$ cat config.mk
export PLATFORM = sky130hd
export DESIGN_NAME = agw_gateway
export DESIGN_NICKNAME = d
export VERILOG_FILES = /design/src/hw/agw_pkg.sv /design/src/hw/agw_if.sv /design/src/hw/agw_dec_fmt.sv /design/src/hw/agw_fifo2.sv /design/src/hw/agw_gateway.sv
export VERILOG_INCLUDE_DIRS = /design/src /design/src/hw
export SDC_FILE = /design/constraint.sdc
export NUM_CORES = 1
export LEC_CHECK = 0
export ABC_AREA = 1
export BUFFER_PORTS_ARGS = -buffer_cell sky130_fd_sc_hd__buf_2
export CAP_MARGIN = 10
export CORE_MARGIN = 2
export CORE_UTILIZATION = 45
export CTS_CLUSTER_SIZE = 25
export DETAILED_ROUTE_END_ITERATION = 10
export HOLD_SLACK_MARGIN = 0.03
export PLACE_DENSITY = 0.67
export REMOVE_ABC_BUFFERS = 1
export SLEW_MARGIN = 25
export SYNTH_ARGS = -nofsm -noshare
export SYNTH_HDL_FRONTEND = slang
export SYNTH_SLANG_ARGS = --single-unit
$ cat constraint.sdc
create_clock -name i_clk -period 10.9 [get_ports i_clk]
set_input_delay 1.635 -clock i_clk [delete_from_list [all_inputs] [get_ports i_clk]]
set_output_delay 1.635 -clock i_clk [all_outputs]
set_load 0.01 [all_outputs]
$ cat src/hw/agw_cfg.svh
// Constants for the ASCII command gateway port
`ifndef AGW_CFG_SVH
`define AGW_CFG_SVH
// =============================================
// Character codes
`define AGW_CH_CR 8'h0D
`define AGW_CH_SP 8'h20
`define AGW_CH_0 8'h30
`define AGW_CH_9 8'h39
`define AGW_CASE_MASK 8'hDF
`define AGW_LT_A 8'h41
`define AGW_LT_B 8'h42
`define AGW_LT_C 8'h43
`define AGW_LT_O 8'h4F
`define AGW_LT_P 8'h50
`define AGW_LT_R 8'h52
`define AGW_LT_S 8'h53
`define AGW_LT_W 8'h57
// =============================================
// Command termination
`define AGW_PKT_LAST 8'h7F
`define AGW_TMO_CS 100
`define AGW_CS_PER_S 100
`define AGW_CLK_HZ 40000000
`define AGW_TMO_CYC (`AGW_CLK_HZ / `AGW_CS_PER_S * `AGW_TMO_CS)
// =============================================
// Route, numbers, buffer
`define AGW_ROUTE_MAX 4'h8
`define AGW_PIDX_MAX 4'hF
`define AGW_BIT_MAX 16'h0010
`define AGW_LAST_DIG 3'h4
`define AGW_BUF_DEPTH 2
`define AGW_BUF_FULL 2'h2
`endif

$ cat src/hw/agw_pkg.sv
// Types shared by the gateway modules
package agw_pkg;
   typedef enum logic [3:0] {CMD_NONE, CMD_READ, CMD_WRITE, CMD_SET, CMD_CLR,
      CMD_BIT, CMD_PRINT, CMD_OMIT, CMD_ADDR} agw_cmd_e;
   typedef enum logic [2:0] {MSG_READ, MSG_WRITE, MSG_SET, MSG_CLR,
      MSG_PCHAR, MSG_PEND} agw_msg_e;
   typedef struct packed {
      agw_msg_e kind;
      logic local_tgt;
      logic [15:0] addr;
      logic [15:0] data;
   } agw_word_s;
endpackage

$ cat src/hw/agw_if.sv
// Carriers between the gateway and its buffer and formatter
`timescale 1ns/10ps
interface agw_word_if;
   logic valid;
   logic ready;
   agw_pkg::agw_word_s word;
   modport src(output valid, output word, input ready);
   modport snk(input valid, input word, output ready);
endinterface

interface agw_fmt_if;
   logic start;
   logic dec;
   logic [15:0] value;
   logic [7:0] suffix;
   logic busy;
   modport ctl(output start, output dec, output value, output suffix, input busy);
   modport fmt(input start, input dec, input value, input suffix, output busy);
endinterface

$ cat src/hw/agw_dec_fmt.sv
// Decimal reply formatter: a 16-bit value in ASCII digits, then one suffix
`timescale 1ns/10ps
`include "agw_cfg.svh"
module agw_dec_fmt (
   input wire logic i_clk,
   input wire logic i_rst_n,
   agw_fmt_if.fmt f,
   output logic o_tx_valid,
   output logic [7:0] o_tx_data,
   input wire logic i_tx_ready
);
   typedef enum {F_IDLE, F_DIG, F_OUT, F_SUF} agw_fst_e;
   agw_fst_e fst_reg;
   logic [15:0] val_reg;
   logic [2:0] pos_reg;
   logic [3:0] dig_reg;
   logic lead_reg;
   logic [7:0] suf_reg;
   logic [7:0] tx_reg;
   logic [15:0] pw;

   // Digit found by repeated subtraction: slow but tiny, fine at serial rates
   always_comb
   begin
      case (pos_reg)
         3'h0: pw = 16'h2710;
         3'h1: pw = 16'h03E8;
         3'h2: pw = 16'h0064;
         3'h3: pw = 16'h000A;
         default: pw = 16'h0001;
      endcase
   end

   assign f.busy = (fst_reg != F_IDLE);
   assign o_tx_valid = (fst_reg == F_OUT) || (fst_reg == F_SUF);
   assign o_tx_data = tx_reg;

   always_ff @(posedge i_clk)
   begin
      if (!i_rst_n)
      begin
         fst_reg <= F_IDLE;
         val_reg <= 16'h0000;
         pos_reg <= 3'h0;
         dig_reg <= 4'h0;
         lead_reg <= 1'b0;
         suf_reg <= 8'h00;
         tx_reg <= 8'h00;
      end
      else
      begin
         case (fst_reg)
            F_IDLE:
               if (f.start)
               begin
                  val_reg <= f.value;
                  suf_reg <= f.suffix;
                  tx_reg <= f.suffix;
                  pos_reg <= 3'h0;
                  dig_reg <= 4'h0;
                  lead_reg <= 1'b0;
                  fst_reg <= f.dec ? F_DIG : F_SUF;
               end
            F_DIG:
               if (val_reg >= pw)
               begin
                  val_reg <= val_reg - pw;
                  dig_reg <= dig_reg + 4'h1;
               end
               else if ((dig_reg != 4'h0) || lead_reg || (pos_reg == `AGW_LAST_DIG))
               begin
                  // Leading zeros suppressed, a lone zero still printed
                  tx_reg <= `AGW_CH_0 | {4'h0, dig_reg};
                  fst_reg <= F_OUT;
               end
               else
                  pos_reg <= pos_reg + 3'h1;
            F_OUT:
               if (i_tx_ready)
               begin
                  lead_reg <= 1'b1;
                  dig_reg <= 4'h0;
                  if (pos_reg == `AGW_LAST_DIG)
                  begin
                     tx_reg <= suf_reg;
                     fst_reg <= F_SUF;
                  end
                  else
                  begin
                     pos_reg <= pos_reg + 3'h1;
                     fst_reg <= F_DIG;
                  end
               end
            F_SUF:
               if (i_tx_ready)
                  fst_reg <= F_IDLE;
            default:
               fst_reg <= F_IDLE;
         endcase
      end
   end
endmodule

$ cat src/hw/agw_fifo2.sv
// Two-entry message buffer with valid/ready on both sides
`timescale 1ns/10ps
`include "agw_cfg.svh"
module agw_fifo2 (
   input wire logic i_clk,
   input wire logic i_rst_n,
   agw_word_if.snk i_in,
   agw_word_if.src o_out
);
   agw_pkg::agw_word_s mem_reg [`AGW_BUF_DEPTH];
   logic wp_reg;
   logic rp_reg;
   logic [1:0] cnt_reg;
   logic push;
   logic pop;

   assign i_in.ready = (cnt_reg != `AGW_BUF_FULL);
   assign o_out.valid = (cnt_reg != 2'h0);
   assign o_out.word = mem_reg[rp_reg];
   assign push = i_in.valid && i_in.ready;
   assign pop = o_out.valid && o_out.ready;

   for (genvar i = 0; i < `AGW_BUF_DEPTH; i++)
   begin : g_ent
      always_ff @(posedge i_clk)
      begin
         if (!i_rst_n)
            mem_reg[i] <= '0;
         else if (push && (wp_reg == 1'(i)))
            mem_reg[i] <= i_in.word;
      end
   end

   always_ff @(posedge i_clk)
   begin
      if (!i_rst_n)
      begin
         wp_reg <= 1'b0;
         rp_reg <= 1'b0;
         cnt_reg <= 2'h0;
      end
      else
      begin
         if (push)
            wp_reg <= ~wp_reg;
         if (pop)
            rp_reg <= ~rp_reg;
         cnt_reg <= 2'(cnt_reg + {1'b0, push} - {1'b0, pop});
      end
   end
endmodule

$ cat src/hw/agw_gateway.sv
// ASCII command gateway port: parses letter commands, issues network messages
`timescale 1ns/10ps
`include "agw_cfg.svh"
// Notes on behaviour
// - One letter, decimal parameters, any delimiters; ends on CR or idle time.
// - Read: R, optional non-digits, register number ended by a non-digit.
// - Optional read count follows delimiters, ends at non-digit or packet end.
// - Read reply: decimal values, spaces between, carriage return after last.
// - Write: register then values; each further value goes to next register.
// - S with register and bit sends a write that forces that bit to one.
// - C with register and bit sends a write that forces that bit to zero.
// - B reads the register, then outputs ASCII 1 or 0 for the bit.
// - P forwards following text as print; far end appends CR and LF.
// - O forwards following text as print with no CR or LF added.
// - A with up to eight drops replaces the stored target route.
// - Empty route sends reads and writes to local registers, not network.
// - Route is held in configuration storage, set by config or address command.
module agw_gateway #(
   parameter int unsigned TMO_CYC = `AGW_TMO_CYC
) (
   input wire logic i_clk,
   input wire logic i_rst_n,
   input wire logic i_rx_valid,
   input wire logic [7:0] i_rx_data,
   output logic o_rx_ready,
   output logic o_msg_valid,
   input wire logic i_msg_ready,
   output logic [2:0] o_msg_kind,
   output logic o_msg_local,
   output logic [15:0] o_msg_addr,
   output logic [15:0] o_msg_data,
   input wire logic i_rsp_valid,
   input wire logic [15:0] i_rsp_data,
   output logic o_rsp_ready,
   output logic o_tx_valid,
   output logic [7:0] o_tx_data,
   input wire logic i_tx_ready,
   input wire logic i_cfg_we,
   input wire logic [3:0] i_cfg_len,
   input wire logic [63:0] i_cfg_drops,
   output logic [3:0] o_route_len,
   output logic [63:0] o_route
);
   typedef enum {ST_IDLE, ST_PARSE, ST_EXEC, ST_RSP, ST_REPLY} agw_st_e;

   agw_word_if w_in();
   agw_word_if w_out();
   agw_fmt_if fmt();

   agw_st_e st_reg;
   agw_st_e st_next;
   agw_pkg::agw_cmd_e cmd_reg;
   logic innum_reg;
   logic [15:0] num_reg;
   logic [3:0] pidx_reg;
   logic [15:0] reg0_reg;
   logic [15:0] p1_reg;
   logic [15:0] waddr_reg;
   logic [7:0] nchar_reg;
   logic [31:0] tmo_reg;
   logic [7:0][7:0] route_reg;
   logic [3:0] rlen_reg;
   logic [7:0][7:0] nroute_reg;
   logic [3:0] nlen_reg;
   logic [15:0] rcnt_reg;

   logic rx_take;
   logic is_dig;
   logic is_cr;
   logic [7:0] dig_diff;
   logic [15:0] num_acc;
   logic [15:0] fin_num;
   logic prn;
   logic tmo_hit;
   logic end_evt;
   logic num_fire;
   logic bit_ok;
   logic [3:0] bitpos;
   logic [15:0] rd_cnt;
   logic exec_push;
   logic exec_go;
   logic rsp_take;

   // =============================================
   // Command letter decode
   function automatic agw_pkg::agw_cmd_e dec_cmd(input logic [7:0] ch);
      case (ch & `AGW_CASE_MASK)
         `AGW_LT_R: dec_cmd = agw_pkg::CMD_READ;
         `AGW_LT_W: dec_cmd = agw_pkg::CMD_WRITE;
         `AGW_LT_S: dec_cmd = agw_pkg::CMD_SET;
         `AGW_LT_C: dec_cmd = agw_pkg::CMD_CLR;
         `AGW_LT_B: dec_cmd = agw_pkg::CMD_BIT;
         `AGW_LT_P: dec_cmd = agw_pkg::CMD_PRINT;
         `AGW_LT_O: dec_cmd = agw_pkg::CMD_OMIT;
         `AGW_LT_A: dec_cmd = agw_pkg::CMD_ADDR;
         default: dec_cmd = agw_pkg::CMD_NONE;
      endcase
   endfunction

   // =============================================
   // Character classification and number accumulation
   assign rx_take = i_rx_valid && o_rx_ready;
   assign is_dig = (i_rx_data >= `AGW_CH_0) && (i_rx_data <= `AGW_CH_9);
   assign is_cr = (i_rx_data == `AGW_CH_CR);
   assign dig_diff = i_rx_data - `AGW_CH_0;
   assign num_acc = 16'(num_reg * 16'h000A + {12'h000, dig_diff[3:0]});
   assign fin_num = (rx_take && is_dig) ? num_acc : num_reg;
   assign prn = (cmd_reg == agw_pkg::CMD_PRINT) || (cmd_reg == agw_pkg::CMD_OMIT);

   // Timer only fires with buffer room, so a trailing value is never dropped
   assign tmo_hit = (st_reg == ST_PARSE) && (tmo_reg >= 32'(TMO_CYC - 1));
   assign end_evt = (st_reg == ST_PARSE) &&
      ((rx_take && (is_cr || (nchar_reg == `AGW_PKT_LAST))) ||
       (tmo_hit && w_in.ready));
   // A number closes on its first non-digit or at the end of the packet
   assign num_fire = (st_reg == ST_PARSE) && !prn &&
      ((rx_take && !is_dig && innum_reg) ||
       (end_evt && (innum_reg || (rx_take && is_dig))));

   assign bit_ok = (p1_reg != 16'h0000) && (p1_reg <= `AGW_BIT_MAX);
   assign bitpos = 4'(p1_reg[3:0] - 4'h1);
   assign rd_cnt = (p1_reg == 16'h0000) ? 16'h0001 : p1_reg;

   // Receiver is held off while the buffer is full, so no character is lost
   assign o_rx_ready = (st_reg == ST_IDLE) || ((st_reg == ST_PARSE) && w_in.ready);

   // =============================================
   // Outgoing message words
   always_comb
   begin
      exec_push = 1'b0;
      w_in.valid = 1'b0;
      w_in.word = '0;
      w_in.word.local_tgt = (rlen_reg == 4'h0);
      if (st_reg == ST_PARSE)
      begin
         if (prn && rx_take)
         begin
            w_in.valid = 1'b1;
            w_in.word.kind = agw_pkg::MSG_PCHAR;
            w_in.word.data = {8'h00, i_rx_data};
         end
         else if (num_fire && (cmd_reg == agw_pkg::CMD_WRITE) && (pidx_reg != 4'h0))
         begin
            w_in.valid = 1'b1;
            w_in.word.kind = agw_pkg::MSG_WRITE;
            w_in.word.addr = waddr_reg;
            w_in.word.data = fin_num;
         end
      end
      else if (st_reg == ST_EXEC)
      begin
         case (cmd_reg)
            agw_pkg::CMD_READ:
            begin
               exec_push = 1'b1;
               w_in.word.kind = agw_pkg::MSG_READ;
               w_in.word.addr = reg0_reg;
               w_in.word.data = rd_cnt;
            end
            agw_pkg::CMD_BIT:
            begin
               exec_push = 1'b1;
               w_in.word.kind = agw_pkg::MSG_READ;
               w_in.word.addr = reg0_reg;
               w_in.word.data = 16'h0001;
            end
            agw_pkg::CMD_SET, agw_pkg::CMD_CLR:
            begin
               exec_push = bit_ok;
               w_in.word.kind = (cmd_reg == agw_pkg::CMD_SET) ?
                  agw_pkg::MSG_SET : agw_pkg::MSG_CLR;
               w_in.word.addr = reg0_reg;
               w_in.word.data = 16'h0001 << bitpos;
            end
            agw_pkg::CMD_PRINT, agw_pkg::CMD_OMIT:
            begin
               exec_push = 1'b1;
               w_in.word.kind = agw_pkg::MSG_PEND;
               // Bit 0 asks the far end to append CR LF
               w_in.word.data = {15'h0000, cmd_reg == agw_pkg::CMD_PRINT};
            end
            default:
               exec_push = 1'b0;
         endcase
         w_in.valid = exec_push;
      end
   end

   assign exec_go = !exec_push || w_in.ready;
   assign rsp_take = i_rsp_valid && o_rsp_ready;
   assign o_rsp_ready = (st_reg == ST_RSP) && !fmt.busy;

   // =============================================
   // Reply formatting requests
   always_comb
   begin
      fmt.start = 1'b0;
      fmt.dec = 1'b0;
      fmt.value = i_rsp_data;
      fmt.suffix = `AGW_CH_CR;
      if ((st_reg == ST_EXEC) && (cmd_reg == agw_pkg::CMD_ADDR))
         fmt.start = 1'b1;
      else if (rsp_take)
      begin
         fmt.start = 1'b1;
         if (cmd_reg == agw_pkg::CMD_BIT)
            fmt.suffix = `AGW_CH_0 | {7'h00, i_rsp_data[bitpos]};
         else
         begin
            fmt.dec = 1'b1;
            fmt.suffix = (rcnt_reg == 16'h0001) ? `AGW_CH_CR : `AGW_CH_SP;
         end
      end
   end

   // =============================================
   // Sequencing
   always_comb
   begin
      st_next = st_reg;
      case (st_reg)
         ST_IDLE:
            if (rx_take && !is_cr)
               st_next = ST_PARSE;
         ST_PARSE:
            if (end_evt)
               st_next = ST_EXEC;
         ST_EXEC:
            if (exec_go)
            begin
               if (exec_push && ((cmd_reg == agw_pkg::CMD_READ) ||
                   (cmd_reg == agw_pkg::CMD_BIT)))
                  st_next = ST_RSP;
               else if (cmd_reg == agw_pkg::CMD_ADDR)
                  st_next = ST_REPLY;
               else
                  st_next = ST_IDLE;
            end
         ST_RSP:
            if (rsp_take && ((cmd_reg == agw_pkg::CMD_BIT) || (rcnt_reg == 16'h0001)))
               st_next = ST_REPLY;
         ST_REPLY:
            if (!fmt.busy)
               st_next = ST_IDLE;
         default:
            st_next = ST_IDLE;
      endcase
   end

   always_ff @(posedge i_clk)
   begin
      if (!i_rst_n)
         st_reg <= ST_IDLE;
      else
         st_reg <= st_next;
   end

   // =============================================
   // Parameter collection
   always_ff @(posedge i_clk)
   begin
      if (!i_rst_n)
      begin
         cmd_reg <= agw_pkg::CMD_NONE;
         innum_reg <= 1'b0;
         num_reg <= 16'h0000;
         pidx_reg <= 4'h0;
         reg0_reg <= 16'h0000;
         p1_reg <= 16'h0000;
         waddr_reg <= 16'h0000;
         nchar_reg <= 8'h00;
         nroute_reg <= '0;
         nlen_reg <= 4'h0;
      end
      else if ((st_reg == ST_IDLE) && rx_take)
      begin
         cmd_reg <= dec_cmd(i_rx_data);
         innum_reg <= 1'b0;
         num_reg <= 16'h0000;
         pidx_reg <= 4'h0;
         p1_reg <= 16'h0000;
         nchar_reg <= 8'h01;
         nlen_reg <= 4'h0;
      end
      else if (st_reg == ST_PARSE)
      begin
         if (rx_take)
         begin
            nchar_reg <= nchar_reg + 8'h01;
            innum_reg <= is_dig;
            num_reg <= is_dig ? num_acc : 16'h0000;
         end
         if (num_fire)
         begin
            if (pidx_reg != `AGW_PIDX_MAX)
               pidx_reg <= pidx_reg + 4'h1;
            if (pidx_reg == 4'h0)
            begin
               reg0_reg <= fin_num;
               waddr_reg <= fin_num;
            end
            else if (cmd_reg == agw_pkg::CMD_WRITE)
               waddr_reg <= waddr_reg + 16'h0001;
            if (pidx_reg == 4'h1)
               p1_reg <= fin_num;
            if ((cmd_reg == agw_pkg::CMD_ADDR) && (pidx_reg < `AGW_ROUTE_MAX))
            begin
               nroute_reg[pidx_reg[2:0]] <= fin_num[7:0];
               nlen_reg <= pidx_reg + 4'h1;
            end
         end
      end
   end

   // =============================================
   // Inter-character timer
   always_ff @(posedge i_clk)
   begin
      if (!i_rst_n)
         tmo_reg <= 32'h0000_0000;
      else if ((st_reg != ST_PARSE) || rx_take || !w_in.ready)
         tmo_reg <= 32'h0000_0000;
      else if (!tmo_hit)
         tmo_reg <= tmo_reg + 32'h0000_0001;
   end

   // =============================================
   // Read reply countdown
   always_ff @(posedge i_clk)
   begin
      if (!i_rst_n)
         rcnt_reg <= 16'h0000;
      else if ((st_reg == ST_EXEC) && exec_go)
         rcnt_reg <= (cmd_reg == agw_pkg::CMD_BIT) ? 16'h0001 : rd_cnt;
      else if (rsp_take)
         rcnt_reg <= rcnt_reg - 16'h0001;
   end

   // =============================================
   // Target route; a configuration write in the same cycle wins
   always_ff @(posedge i_clk)
   begin
      if (!i_rst_n)
      begin
         route_reg <= '0;
         rlen_reg <= 4'h0;
      end
      else if (i_cfg_we)
      begin
         route_reg <= i_cfg_drops;
         rlen_reg <= (i_cfg_len > `AGW_ROUTE_MAX) ? `AGW_ROUTE_MAX : i_cfg_len;
      end
      else if ((st_reg == ST_EXEC) && (cmd_reg == agw_pkg::CMD_ADDR))
      begin
         route_reg <= nroute_reg;
         rlen_reg <= nlen_reg;
      end
   end

   assign o_route = route_reg;
   assign o_route_len = rlen_reg;

   // =============================================
   // Buffer toward the network and reply formatter
   agw_fifo2 u_buf (
      .i_clk(i_clk),
      .i_rst_n(i_rst_n),
      .i_in(w_in),
      .o_out(w_out)
   );

   assign w_out.ready = i_msg_ready;
   assign o_msg_valid = w_out.valid;
   assign o_msg_kind = w_out.word.kind;
   assign o_msg_local = w_out.word.local_tgt;
   assign o_msg_addr = w_out.word.addr;
   assign o_msg_data = w_out.word.data;

   agw_dec_fmt u_fmt (
      .i_clk(i_clk),
      .i_rst_n(i_rst_n),
      .f(fmt),
      .o_tx_valid(o_tx_valid),
      .o_tx_data(o_tx_data),
      .i_tx_ready(i_tx_ready)
   );
endmodule

Word-level counts from Yosys, hierarchy flattened
Memories as Yosys holds them, arrays and structs flattened. A register that Yosys moved wholly into a read port is not among the register bits.
Cells that the tools add are included.
W data, S select, Z words.
- add/subtract/negate cells: 13
- multipliers: 1
- order comparisons: 10
- equal/unequal tests: 53
- shift-type cells: 1
- mux-type cells: 100
- bitwise logic cells: 6
- reductions and logical operators: 93
- operator list (cell ; number):
    $mux W32 ; 13
    $mux W16 ; 13
    $eq A32 B2 Y1 const B ; 5
    $eq A32 B3 Y1 const B ; 5
    $pmux W32 S5 ; 1
    $mux W64 ; 2
    $pmux W32 S4 ; 1
    $logic_not A32 Y1 ; 3
    $mux W36 ; 2
    $bwmux W64 ; 1
    $eq A32 B1 Y1 const B ; 2
    $pmux W16 S4 ; 1
    $eq A7 B6 Y1 const B ; 8
    $pmux W14 S4 ; 1
    $mux W8 ; 6
    $add A32 B1 Y32 const B ; 1
    $ge A32 B26 Y1 const B ; 1
    $ne A32 B2 Y1 const B ; 1
    $pmux W16 S2 ; 1
    $pmux W4 S8 ; 1
    $reduce_bool A32 Y1 ; 1
    $logic_and A1 B1 Y1 ; 31
    $mux W3 ; 10
    $mux W1 ; 27
    other kinds (62) ; 139
- register bits after elaboration: 373
- RAM bits: 72
- input bits: 99
- output and inout port bits: 116
- logic and storage cells: 318
- memories: 1
- memory list (name ; depth ; width ; read ports ; clocked after memory_dff ; wr ports ; line ; source):
    u_buf.mem_reg ; 2 ; 36 ; 1 ; 1 ; 2 ; agw_fifo2.sv:10 ; agw_pkg::agw_word_s mem_reg [`AGW_BUF_DEPTH];

Depth between registers and ports, before layout
Gate-level depths: netlist of run 1.
- word-level depth: 21
- depth in mapped cells: 18

Cells and area by module
A second synthesis of run 1 with hierarchy kept.
- cell total of the unflattened synthesis: 3066
- area total of the unflattened synthesis: 21632.0 um^2
- modules (own cells, without submodules) (module ; times used ; cells each ; area an instance (um^2) ; seq. area each (um^2)):
    agw_gateway ; 1 ; 2279 ; 14986.9 ; 5365.1
    agw_fifo2 ; 1 ; 268 ; 3419.5 ; 2262.2
    agw_dec_fmt ; 1 ; 519 ; 3225.6 ; 840.8

Least setup slack after synthesis of run 1
OpenSTA, ideal clock, no wires.
- kind: input -> register
- from: input port i_rx_data[6]
- to: memory u_buf.mem_reg[0][0] in the netlist's numbering, enable pin
- library setup time: 0.479 ns
- arrival time: 5.433 ns
- path slack: 4.987 ns
- stages: 11
- path buffers: 0
- cells stage by stage: inv_1 > nand2_1 > nor3_1 > inv_1 > nor2_8 > o21ai_1 > nor2_4 > nand3_2 > nand2_2 > nand2_1 > o21ai_0
- RTL lines (what ; line ; source):
    start, declared ; agw_gateway.sv:24 ; input wire logic [7:0] i_rx_data,
    end, declared ; agw_fifo2.sv:10 ;

==> key figures, run 1 <==
Floorplanning
  – Die X: about 220 um
  – Core area: 44300 sq um
  – Die height: between 200 and 250 um
  – Row count: 77
  – Die area: 46700 sq um
  – Starting Density: between 40% and 50%
  – Boundary Pins: between 200 and 250

STA
  – Max-slew headroom: 26.2%
  – Max Slew Vio Count: 0
  – Slew @ Worst Pin: about 1.1 ns
  – Final Setup Violations: 0
  – Final Hold Fails: 0
  – Setup TNS: 0 ns
  – Max Freq: 231 MHz
  – RSZ-0062 raised after global routing: false
  – Period minus WS final: roughly 4.3 ns
  – Clk_skew: roughly 0.027 ns
  – Final period utilization: between 30 and 40%
  – Worst hold slack: 0.455 ns

Critical path
  – Setup crit end kind: register
  – R2R cell count: 10
  – Critical Path Sink: u_buf.mem_reg[0][24]$_SDFFCE_PN0P_
  – Worst setup path start: i_rx_data[6]
  – WS Path Type: primary input to register
  – Worst Path Arrival: between 4 and 5 ns
  – R2r setup slk: around 6.8 ns
  – Startpoint types: primary input
  – Required time worst endpoint: roughly 11 ns
  – Crit Path Max Fanout: 23
  – Critical R2R Launch: pidx_reg[0]$_SDFFE_PP0P_
  – Reg2reg end: u_buf.mem_reg[0][24]$_SDFFCE_PN0P_

Detailed routing
  – Remaining DRCs: 0
  – Routed WL: 57900 um
  – 1st-pass router iterations: 5
  – Via density: between 5 and 6
  – Via Count: between 15000 and 20000
  – DR WL met3: ~3700 um
  – Met2 WL: roughly 26000 um
  – DRT iter0 DRCs: between 1500 and 2000
  – Top sig layer: met5
  – M1 WL: approximately 27000 um
  – Antenna viol nets, final: 0
  – DR WL/cell: 16.2 um

Pwr
  – Static Leakage: between 9 and 10 nW
  – Power per Cell Area: between 150 and 200 nW/um^2
  – IR drop worst, VDD: 102 uV

Final layout
  – Fillers: 4328
  – Area of the multi-input gates: 10400 sq um
  – Flip-flop count of the largest register after layout: slightly above 70
  – FF+latch area: approximately 8300 sq um
  – P&R area growth vs syn: 14.8%
  – Ratio of cells with drive above 1 in the final layout: about 13%
  – Finished Core Util: between 50% and 60%
  – Post-route cell area: approximately 23000 sq um
  – Fin nets: 3120

Logic synthesis
  – Synth warnings: 0
  – Register area share after synthesis: 41.3%
  – Synth top area share: 30.6%
  – Synthesized instance count: 2796
  – Synth Cell Area: between 20000 and 25000 sq um
  – Dominant synthesized flop cell: dfxtp_1
  – Synthesized area per cell: approximately 7.2 sq um
  – Synth Register Bits: about 380
  – Synth area leaders: dfxtp_1, nand2_1, edfxtp_1
  – Ys async rst share: 0%
  – Area leader, netlist: dfxtp_1
  – Post-synth cell types: 56
  – Post-synth EDFFs: 72

Clock tree
  – Worst skew pair latency: 0.58 ns
  – CTS sink count: roughly 380
  – Cts repair resizes: 0
  – Setup Fix Bufs, Post-CTS: 0
  – Htree depth: 2
  – Max clock buf depth: 3
  – Clock transition at path regs: 0.06 ns
  – Number of buffers created by CTS: 44
  – CTS tree: done
  – CTS root buffer: clkbuf_16
  – CTS hold repair buffers: 0

Global route
  – Initial antenna violation count: 2
  – First-pass GRT wire length: 93000 um
  – Pin count of the biggest net entering global routing: 90
  – GR Overflow Total: 0
  – Total track usage: 24.3%
  – Vias in the first global route: 18000

Placement
  – Routability Congestion: between 0.9 and 1
  – PortBufs: 212
  – Dpl hpwl: approximately 42000 um
  – DP Area: ~22000 sq um

Job
  – Max cap viols: 0

Outcome
  – Status: finished clean

Hold path
  – Type of the tightest min-delay check: register to register
## cell usage after synthesis, types with 2 or more instances
master    number
nor3b_1        4
nor3_1        39
o22ai_1       34
o211ai_1      11
o21bai_1       2
buf_2         15
a211oi_1      10
edfxtp_1      72
a31oi_1       88
nor2_2         2
xnor2_1       10
nor4_1        10
nand2_2        4
inv_1        265
o221ai_1       2
o21a_1         4
buf_4          2
nor3_4         2
nand2_1      716
clkbuf_1      91
dfxtp_1      309
xor2_1        38
fa_1           3
inv_2         13
a22oi_1       10
clkinv_1       6
buf_1          7
o21ai_1        5
or2_2         10
nor2_4        10
ha_1          65
nand3_1      148
nor2_1       245
nand4_4        2
a21oi_1      244
nand3_2        2
nand4_1       31
o31ai_1        3
o21ai_0      210
mux2_2        36
## worst min path at each step
stage,startpoint,to,slack (ns),cells after the start
2_1_floorplan,u_buf.rp_reg$_SDFFE_PN0P_,register,0.43,1
3_3_place_gp,u_buf.rp_reg$_SDFFE_PN0P_,register,0.43,1
3_5_place_dp,reg0_reg[5]$_SDFFE_PN0P_,reg0_reg[5]$_SDFFE_PN0P_,0.45,2
4_1_cts,reg0_reg[5]$_SDFFE_PN0P_,reg0_reg[5]$_SDFFE_PN0P_,0.45,2
5_1_grt,u_buf.rp_reg$_SDFFE_PN0P_,register,0.48,1
6_report,reg0_reg[8]$_SDFFE_PN0P_,reg0_reg[8]$_SDFFE_PN0P_,0.45,2
## critical path: stages
cell     delay (ns)
buf_2          0.12
inv_1          0.11
nand2_1        0.06
nor3_1         0.18
inv_1          0.15
nor2_8         0.26
o21ai_1        0.13
nor2_4         0.20
nand3_2        0.49
nand2_2        0.33
nand2_1        0.14
o21ai_4        0.52
buf_16         0.24
## per-stage QoR
stage | instances | worst slack (ns) | power [W]
after CTS | 3579 | 6.56 | 0.00430
after global placement | 3498 | 5.77 | 0.00274
after floorplan | 2682 | 4.67 | 0.00245
after detailed placement | 3499 | 5.96 | 0.00276
after global routing | 3579 | 6.27 | 0.00453
final | 3580 | 6.57 | 0.00428
## logic make-up (layout without fill, tap and decap cells)
kind of cell	Yosys count	after routing	synth area share, %
compound gates	631	631	17.0
xor+xnor	48	48	2.08
fa+ha+maj	68	68	4.32
buf+inv	399	589	7.53
flops	381	381	41.3
mux	36	36	2.00
other cells	1	3	0.0185
simple gates	1232	1232	25.8
## cells in the final DEF (no fill, tap or decap), drive strengths merged, types with 10 or more instances in the layout
cell,synthesis,layout
a211oi,10,10
a21oi,245,245
a22oi,10,10
a31oi,88,88
buf,24,225
clkbuf,91,54
clkinv,6,26
dfxtp,309,309
edfxtp,72,72
ha,65,65
inv,278,277
mux2,36,36
nand2,721,721
nand3,151,151
nand4,33,33
nor2,258,258
nor3,41,41
nor4,10,10
o211ai,11,11
o21ai,215,215
o22ai,34,34
or2,10,10
xnor2,10,10
xor2,38,38
## where the power goes
group	internal, W	leakage (nW)	switching [W]
logic	0.000389	5.27	0.000769
registers	0.00153	3.25	0.0000670
clock network	0.000920	0.736	0.000610
total	0.00284	9.26	0.00145
## per-layer routing
metal	GRT usage, %	vias to the layer above
li1	-	9679
met1	33.6	9021
met2	38.8	558
met3	4.07	88
met4	7.58	2
met5	0	-
## layout make-up
cell class,instances,area share (%)
inverter,284,4.60
sequential,381,35.9
clock inverter,26,1.32
multi-input combinational,2017,44.7
tap,592,3.19
clock buffer,54,5.12
timing repair buffer,225,5.09
antenna,1,0.0108
No activity file was read; power rests on OpenSTA's default activity.
==> run 2: changes to the inputs <==
--- a/config.mk
+++ b/config.mk
@@ -14,7 +14,7 @@
 export CTS_CLUSTER_SIZE = 25
 export DETAILED_ROUTE_END_ITERATION = 10
 export HOLD_SLACK_MARGIN = 0.03
-export PLACE_DENSITY = 0.67
+export PLACE_DENSITY = 0.69
 export REMOVE_ABC_BUFFERS = 1
 export SLEW_MARGIN = 25
 export SYNTH_ARGS = -nofsm -noshare
==> constraint.sdc (replaced) <==
create_clock -name i_clk -period 3.6 [get_ports i_clk]
set_input_delay 0.54 -clock i_clk [delete_from_list [all_inputs] [get_ports i_clk]]
set_output_delay 0.54 -clock i_clk [all_outputs]
set_load 0.01 [all_outputs]
==> key figures, run 2 (synthesized netlist as in run 1, its figures left out) <==
Pwr
  – Power per Cell Area: 546 nW/um^2 (+200%)
  – Tot Pwr: 0.0128 W (+200%)
  – IR drop worst, VDD: 330 uV (+230%)
  – Static Leakage: 9.35 nW (+1.0%)

STA
  – Max Slew Vio Count: 0 (unchanged)
  – Final Setup Violations: 0 (unchanged)
  – Slew @ Worst Pin: 0.937 ns (-0.171 ns)
  – Max Freq: roughly 310 MHz
  – Period minus WS final: approximately 3.3 ns
  – Setup TNS: 0 ns (unchanged)
  – Clk_skew: 0.0350 ns (+0.00836 ns)
  – RSZ-0062 raised after global routing: false
  – Max-slew headroom: 37.3% (+11 points)
  – Final period utilization: between 90% and 100%
  – Final Hold Fails: 0 (unchanged)

Critical path
  – WS Path Type: register to register
  – Startpoint types: register
  – Slowest CP cell: fa_1
  – Crit-path max cell delay: 0.45 ns (-0.07 ns)
  – Setup crit end kind: register
  – Worst Path Arrival: 3.57 ns (-1.03 ns)
  – Cell Chain, Critical Path: ha_1, ha_1, fa_1, xor2_1, inv_1, nor2_1, nand2_1, nor2_1, nand2_1, nand3_1, nand2_1, a22oi_1, nor2_1
  – Required time worst endpoint: 3.90 ns (-7.27 ns)
  – Crit Path Max Fanout: 5 (-78%)

Placement
  – Routability Congestion: 0.976 (+6.7%)
  – PortBufs: 212 (unchanged)
  – Dpl hpwl: 44100 um (+6.1%)

Floorplanning
  – Boundary Pins: 215 (unchanged)
  – Row count: 77 (unchanged)
  – Core area: 44300 sq um (unchanged)
  – Die height: 216 um (unchanged)
  – Starting Density: 45.7% (unchanged)
  – Die X: 216 um (unchanged)
  – Die area: 46700 sq um (unchanged)

Clock tree
  – Setup Fix Bufs, Post-CTS: 0 (unchanged)
  – CTS sink count: 381 (unchanged)
  – Number of buffers created by CTS: 42 (-4.5%)
  – Max clock buf depth: 3 (unchanged)
  – Clock transition at path regs: 0.06 ns (about the same)
  – CTS root buffer: clkbuf_16
  – CTS hold repair buffers: 0 (unchanged)
  – Worst skew pair latency: 0.58 ns (about the same)
  – Cts repair resizes: 0 (unchanged)
  – CTS tree: done
  – Htree depth: 2 (unchanged)

Detailed routing
  – Via Count: 19700 (+1.7%)
  – 1st-pass router iterations: 9 (+4)
  – Remaining DRCs: 0 (unchanged)
  – Antenna viol nets, final: 0 (unchanged)
  – Via density: 5.46 (+0.96%)
  – DRT iter0 DRCs: 1774 (+14%)
  – DR WL/cell: 16.7 um (+3.0%)
  – Routed WL: 60100 um (+3.7%)

Final layout
  – Fin nets: 3145 (+0.80%)
  – Most frequent cells in the layout: nand2_1, dfxtp_1, inv_1, nor2_1, a21oi_1
  – Commonest non-fill, non-tap cell in the layout: nand2_1
  – P&R area growth vs syn: 15.3%
  – Flip-flop count of the largest register after layout: 72 (unchanged)
  – Ratio of cells with drive above 1 in the final layout: 13.6% (+0.60 points)

Hold path
  – Type of the tightest min-delay check: primary input to register

Global route
  – GR Overflow Total: 0 (unchanged)
  – Vias in the first global route: 18700 (+3.8%)
  – Total track usage: 25.3% (+1.0 points)
  – Initial antenna violation count: 6 (+4)
  – Pin count of the biggest net entering global routing: 71 (-21%)
  – First-pass GRT wire length: 96500 um (+3.8%)

Job
  – Max cap viols: 0 (unchanged)

Outcome
  – Status: finished clean
==> run 2: changes by cell type in the layout (fill, tap and decap cells not counted), sizes merged <==
cell	previous run	this run
clkinvlp	1	0
diode	1	4
clkbuf	54	65
clkinv	26	17
buf	225	252
bufinv	6	1
==> run 2: final timing paths <==
kind	from	end	slack, ns	cells after the start
worst max-delay path	num_reg[1]$_SDFFE_PP0P_	u_buf.mem_reg[0][9]$_SDFFCE_PN0P_	0.32	13
worst min-delay path	i_cfg_drops[46]	o_route[46]$_SDFFE_PN0P_	0.23	3
worst max register to register	num_reg[1]$_SDFFE_PP0P_	u_buf.mem_reg[0][9]$_SDFFCE_PN0P_	0.32	13
worst min register to register	u_buf.rp_reg$_SDFFE_PN0P_	u_buf.rp_reg$_SDFFE_PN0P_	0.46	1
==> run 2: metal layers <==
layer / GRT usage, % / vias to the layer above / wire length, um
met4: 8.52 / 4 / 1690
met1: 34.2 / 9161 / 27000
met5: 0 / - / 25
li1: - / 9714 / -
met2: 40.7 / 676 / 27300
met3: 4.84 / 121 / 4130
==> run 2: where the power goes <==
part | total, W | switching (W) | internal [W]
clock | 0.00432 | 0.00179 | 0.00253
sequential | 0.00483 | 0.000207 | 0.00462
combinational | 0.00361 | 0.00237 | 0.00123
total | 0.0128 | 0.00437 | 0.00838
==> run 2: worst max-delay path, delay by kind of cell, from the launching register on <==
| kind | cells | cell delay, ns |
|---|---|---|
| AO/OA/AOI/OAI | 1 | 0.35 |
| XOR/XNOR | 1 | 0.23 |
| adder cells (fa/ha/maj) | 3 | 0.98 |
| buffers and inverters | 1 | 0.09 |
| flip-flops | 1 | 0.43 |
| AND/OR/NAND/NOR | 7 | 0.94 |
==> run 2: layout make-up <==
class | instances | area [sq um]
Timing Repair Buffer | 252 | 1400
Antenna cell | 4 | 10.0
Inverter | 284 | 1070
Clock buffer | 65 | 1280
Fill cell | 4264 | 21000
Multi-Input combinational cell | 2017 | 10400
Sequential cell | 381 | 8350
Clock inverter | 11 | 109
Tap cell | 592 | 741
==> run 2: per-stage QoR <==
step	utilization (%)	cell area [sq um]	cells	hold WS [ns]	worst slack, ns
finish	52.7	23300	3606	0.225	0.324
global route	52.7	23300	3604	0.218	0.0453
CTS	52.6	23300	3602	0.193	0.267
detailed placement	49.5	21900	3526	0.448	0.285
global placement	49.5	21900	3526	0.438	0.401
floorplan	-	19800	2682	0.425	-1.66
==> run 3: changes to the inputs <==
--- a/config.mk
+++ b/config.mk
@@ -9,13 +9,12 @@
 export ABC_AREA = 1
 export BUFFER_PORTS_ARGS = -buffer_cell sky130_fd_sc_hd__buf_2
 export CAP_MARGIN = 10
-export CORE_MARGIN = 2
+export CORE_MARGIN = 8
 export CORE_UTILIZATION = 45
 export CTS_CLUSTER_SIZE = 25
 export DETAILED_ROUTE_END_ITERATION = 10
 export HOLD_SLACK_MARGIN = 0.03
 export PLACE_DENSITY = 0.69
-export REMOVE_ABC_BUFFERS = 1
 export SLEW_MARGIN = 25
 export SYNTH_ARGS = -nofsm -noshare
 export SYNTH_HDL_FRONTEND = slang
==> key figures, run 3 (synthesized netlist as in run 1, its figures left out) <==
Outcome
  – Status: finished clean

Placement
  – Dpl hpwl: 44800 um (+1.5%)
  – PortBufs: 212 (unchanged)
  – Routability Congestion: 0.951 (-2.6%)
  – DP Area: 22000 sq um (+0.14%)

STA
  – Final Hold Fails: 0 (unchanged)
  – Max Slew Vio Count: 0 (unchanged)
  – Setup TNS: 0 ns (unchanged)
  – Period minus WS final: 3.31 ns (+0.0314 ns)
  – RSZ-0062 raised after global routing: false
  – Worst hold slack: 0.231 ns (+0.00615 ns)
  – Clk_skew: 0.0335 ns (-0.00143 ns)
  – Slew @ Worst Pin: 1.02 ns (+0.0873 ns)
  – Final Setup Violations: 0 (unchanged)
  – Final period utilization: 91.9% (+0.87 points)
  – Max Freq: 302 MHz (-0.95%)
  – Max-slew headroom: 31.0% (-6.3 points)

Floorplanning
  – Core area: 44300 sq um (unchanged)
  – Die height: 228 um (+5.6%)
  – Starting Density: 45.7% (unchanged)
  – Die X: 228 um (+5.6%)
  – Die area: 52000 sq um (+11%)
  – Row count: 77 (unchanged)
  – Boundary Pins: 215 (unchanged)

Critical path
  – Critical R2R Launch: num_reg[1]$_SDFFE_PP0P_
  – Cell Chain, Critical Path: ha_1, ha_1, fa_1, nand2_1, inv_1, nand4_1, nand2_1, nand4_1, nor2_1, nand2_1, o21bai_1, nand3_1, nand2_1, a21oi_1, nor2_1
  – Crit Path Max Fanout: 5 (unchanged)
  – Worst setup path start: num_reg[1]$_SDFFE_PP0P_
  – Worst Path Arrival: 3.70 ns (+0.13 ns)
  – Setup crit end kind: register
  – R2r setup slk: 0.29 ns (-0.03 ns)
  – Crit-path max cell delay: 0.59 ns (+0.14 ns)
  – Startpoint types: register
  – Slowest CP cell: fa_1
  – Reg2reg end: u_buf.mem_reg[0][12]$_SDFFCE_PN0P_
  – Top cell by count, worst path: nand2_1
  – R2R cell count: 15 (+2)
  – WS Path Type: register to register
  – Required time worst endpoint: 3.99 ns (+0.09 ns)

Clock tree
  – CTS tree: done
  – Max clock buf depth: 3 (unchanged)
  – CTS hold repair buffers: 0 (unchanged)
  – Number of buffers created by CTS: 43 (+2.4%)
  – Cts repair resizes: 0 (unchanged)
  – Worst skew pair latency: 0.58 ns (about the same)
  – Clock transition at path regs: 0.06 ns (about the same)
  – Setup Fix Bufs, Post-CTS: 0 (unchanged)
  – Htree depth: 2 (unchanged)
  – CTS sink count: 381 (unchanged)
  – CTS root buffer: clkbuf_16

Global route
  – GR Overflow Total: 0 (unchanged)
  – Initial antenna violation count: 2 (-4)
  – Total track usage: 22.4% (-2.9 points)
  – Vias in the first global route: 18700 (-0.18%)
  – Pin count of the biggest net entering global routing: 82 (+15%)
  – First-pass GRT wire length: 97500 um (+0.99%)

Pwr
  – Power per Cell Area: 544 nW/um^2 (-0.52%)
  – IR drop worst, VDD: 343 uV (+3.8%)
  – Static Leakage: 9.35 nW (about the same)

Final layout
  – Commonest non-fill, non-tap cell in the layout: nand2_1
  – P&R area growth vs syn: 15.3% (about the same)
  – Flip-flop count of the largest register after layout: 72 (unchanged)
  – Most frequent cells in the layout: nand2_1, dfxtp_1, inv_1, nor2_1, a21oi_1
  – Finished Core Util: 52.7% (about the same)
  – Post-route cell area: 23300 sq um (about the same)
  – Fin nets: 3150 (+0.16%)
  – Ratio of cells with drive above 1 in the final layout: 13.7% (+0.15 points)

Detailed routing
  – DRT iter0 DRCs: 1807 (+1.9%)
  – Via density: 5.48 (+0.50%)
  – DR WL/cell: 16.9 um (+1.7%)
  – Via Count: 19800 (+0.52%)
  – Remaining DRCs: 0 (unchanged)
  – Routed WL: 61100 um (+1.7%)
  – 1st-pass router iterations: 6 (-3)
  – Antenna viol nets, final: 0 (unchanged)

Hold path
  – Hold Startpoint: i_cfg_drops[45]
  – Worst hold path endpoint: o_route[45]$_SDFFE_PN0P_
  – Type of the tightest min-delay check: primary input to register
  – Hold Crit Depth: 3 (unchanged)

Job
  – Max cap viols: 0 (unchanged)
==> run 3: cell types whose count changed in the layout (fill, tap and decap cells not counted), moves of 2 or more <==
cell        change
diode_2         -2
clkbuf_2        -2
nor2_2          +2
buf_4           +4
clkinvlp_4      +2
clkbuf_8        -5
clkinv_2        +4
==> run 3: layout make-up <==
| type | instances | area, sq um |
|---|---|---|
| repair buffers | 256 | 1430 |
| clock buffers | 58 | 1220 |
| well taps | 592 | 741 |
| clock inverters | 17 | 136 |
| fillers | 4295 | 21000 |
| flip-flops and latches | 381 | 8350 |
| diodes | 2 | 5.00 |
| multi-input cells | 2017 | 10400 |
| inverters | 284 | 1070 |
==> run 3: critical path, delay by kind of cell (launching register included) <==
family / cells / cell delay, ns
buffers and inverters: 1 / 0.08
flip-flops: 1 / 0.44
AO/OA/AOI/OAI: 2 / 0.29
adder cells (fa/ha/maj): 3 / 1.12
AND/OR/NAND/NOR: 9 / 1.22
==> run 3: metrics by stage <==
step,total power (W),setup slack [ns],std cells
final,0.0127,0.293,3607
after global routing,0.0134,0.0274,3607
after CTS,0.0127,0.316,3605
after detailed placement,0.00844,0.154,3530
after global placement,0.00837,0.284,3530
after floorplan,0.00748,0.297,2797
==> run 3: power by group <==
group / leakage, nW / internal (W) / switching, W / total [W]
combinational: 5.43 / 0.00123 / 0.00236 / 0.00360
clock: 0.672 / 0.00246 / 0.00180 / 0.00426
sequential: 3.25 / 0.00462 / 0.000205 / 0.00483
==> run 3: how the worst max path moves through the flow <==
stage / end / slack [ns] / cells past startpoint
2_1_floorplan: u_buf.mem_reg[0][0]$_SDFFCE_PN0P_ / 0.30 / 11
3_3_place_gp: u_buf.mem_reg[0][9]$_SDFFCE_PN0P_ / 0.28 / 14
3_5_place_dp: u_buf.mem_reg[1][9]$_SDFFCE_PN0P_ / 0.15 / 14
4_1_cts: u_buf.mem_reg[0][9]$_SDFFCE_PN0P_ / 0.32 / 13
5_1_grt: u_buf.mem_reg[0][10]$_SDFFCE_PN0P_ / 0.03 / 14
6_report: u_buf.mem_reg[0][12]$_SDFFCE_PN0P_ / 0.29 / 15
==> run 3: per-layer routing <==
| layer | GRT usage, % | vias to the layer above | wire length, um |
|---|---|---|---|
| met1 | 29.3 | 9314 | 26900 |
| met2 | 37.4 | 649 | 28700 |
| met3 | 3.92 | 89 | 3950 |
| li1 | - | 9727 | - |
| met4 | 6.52 | 0 | 1600 |
| met5 | 0 | - | 0 |
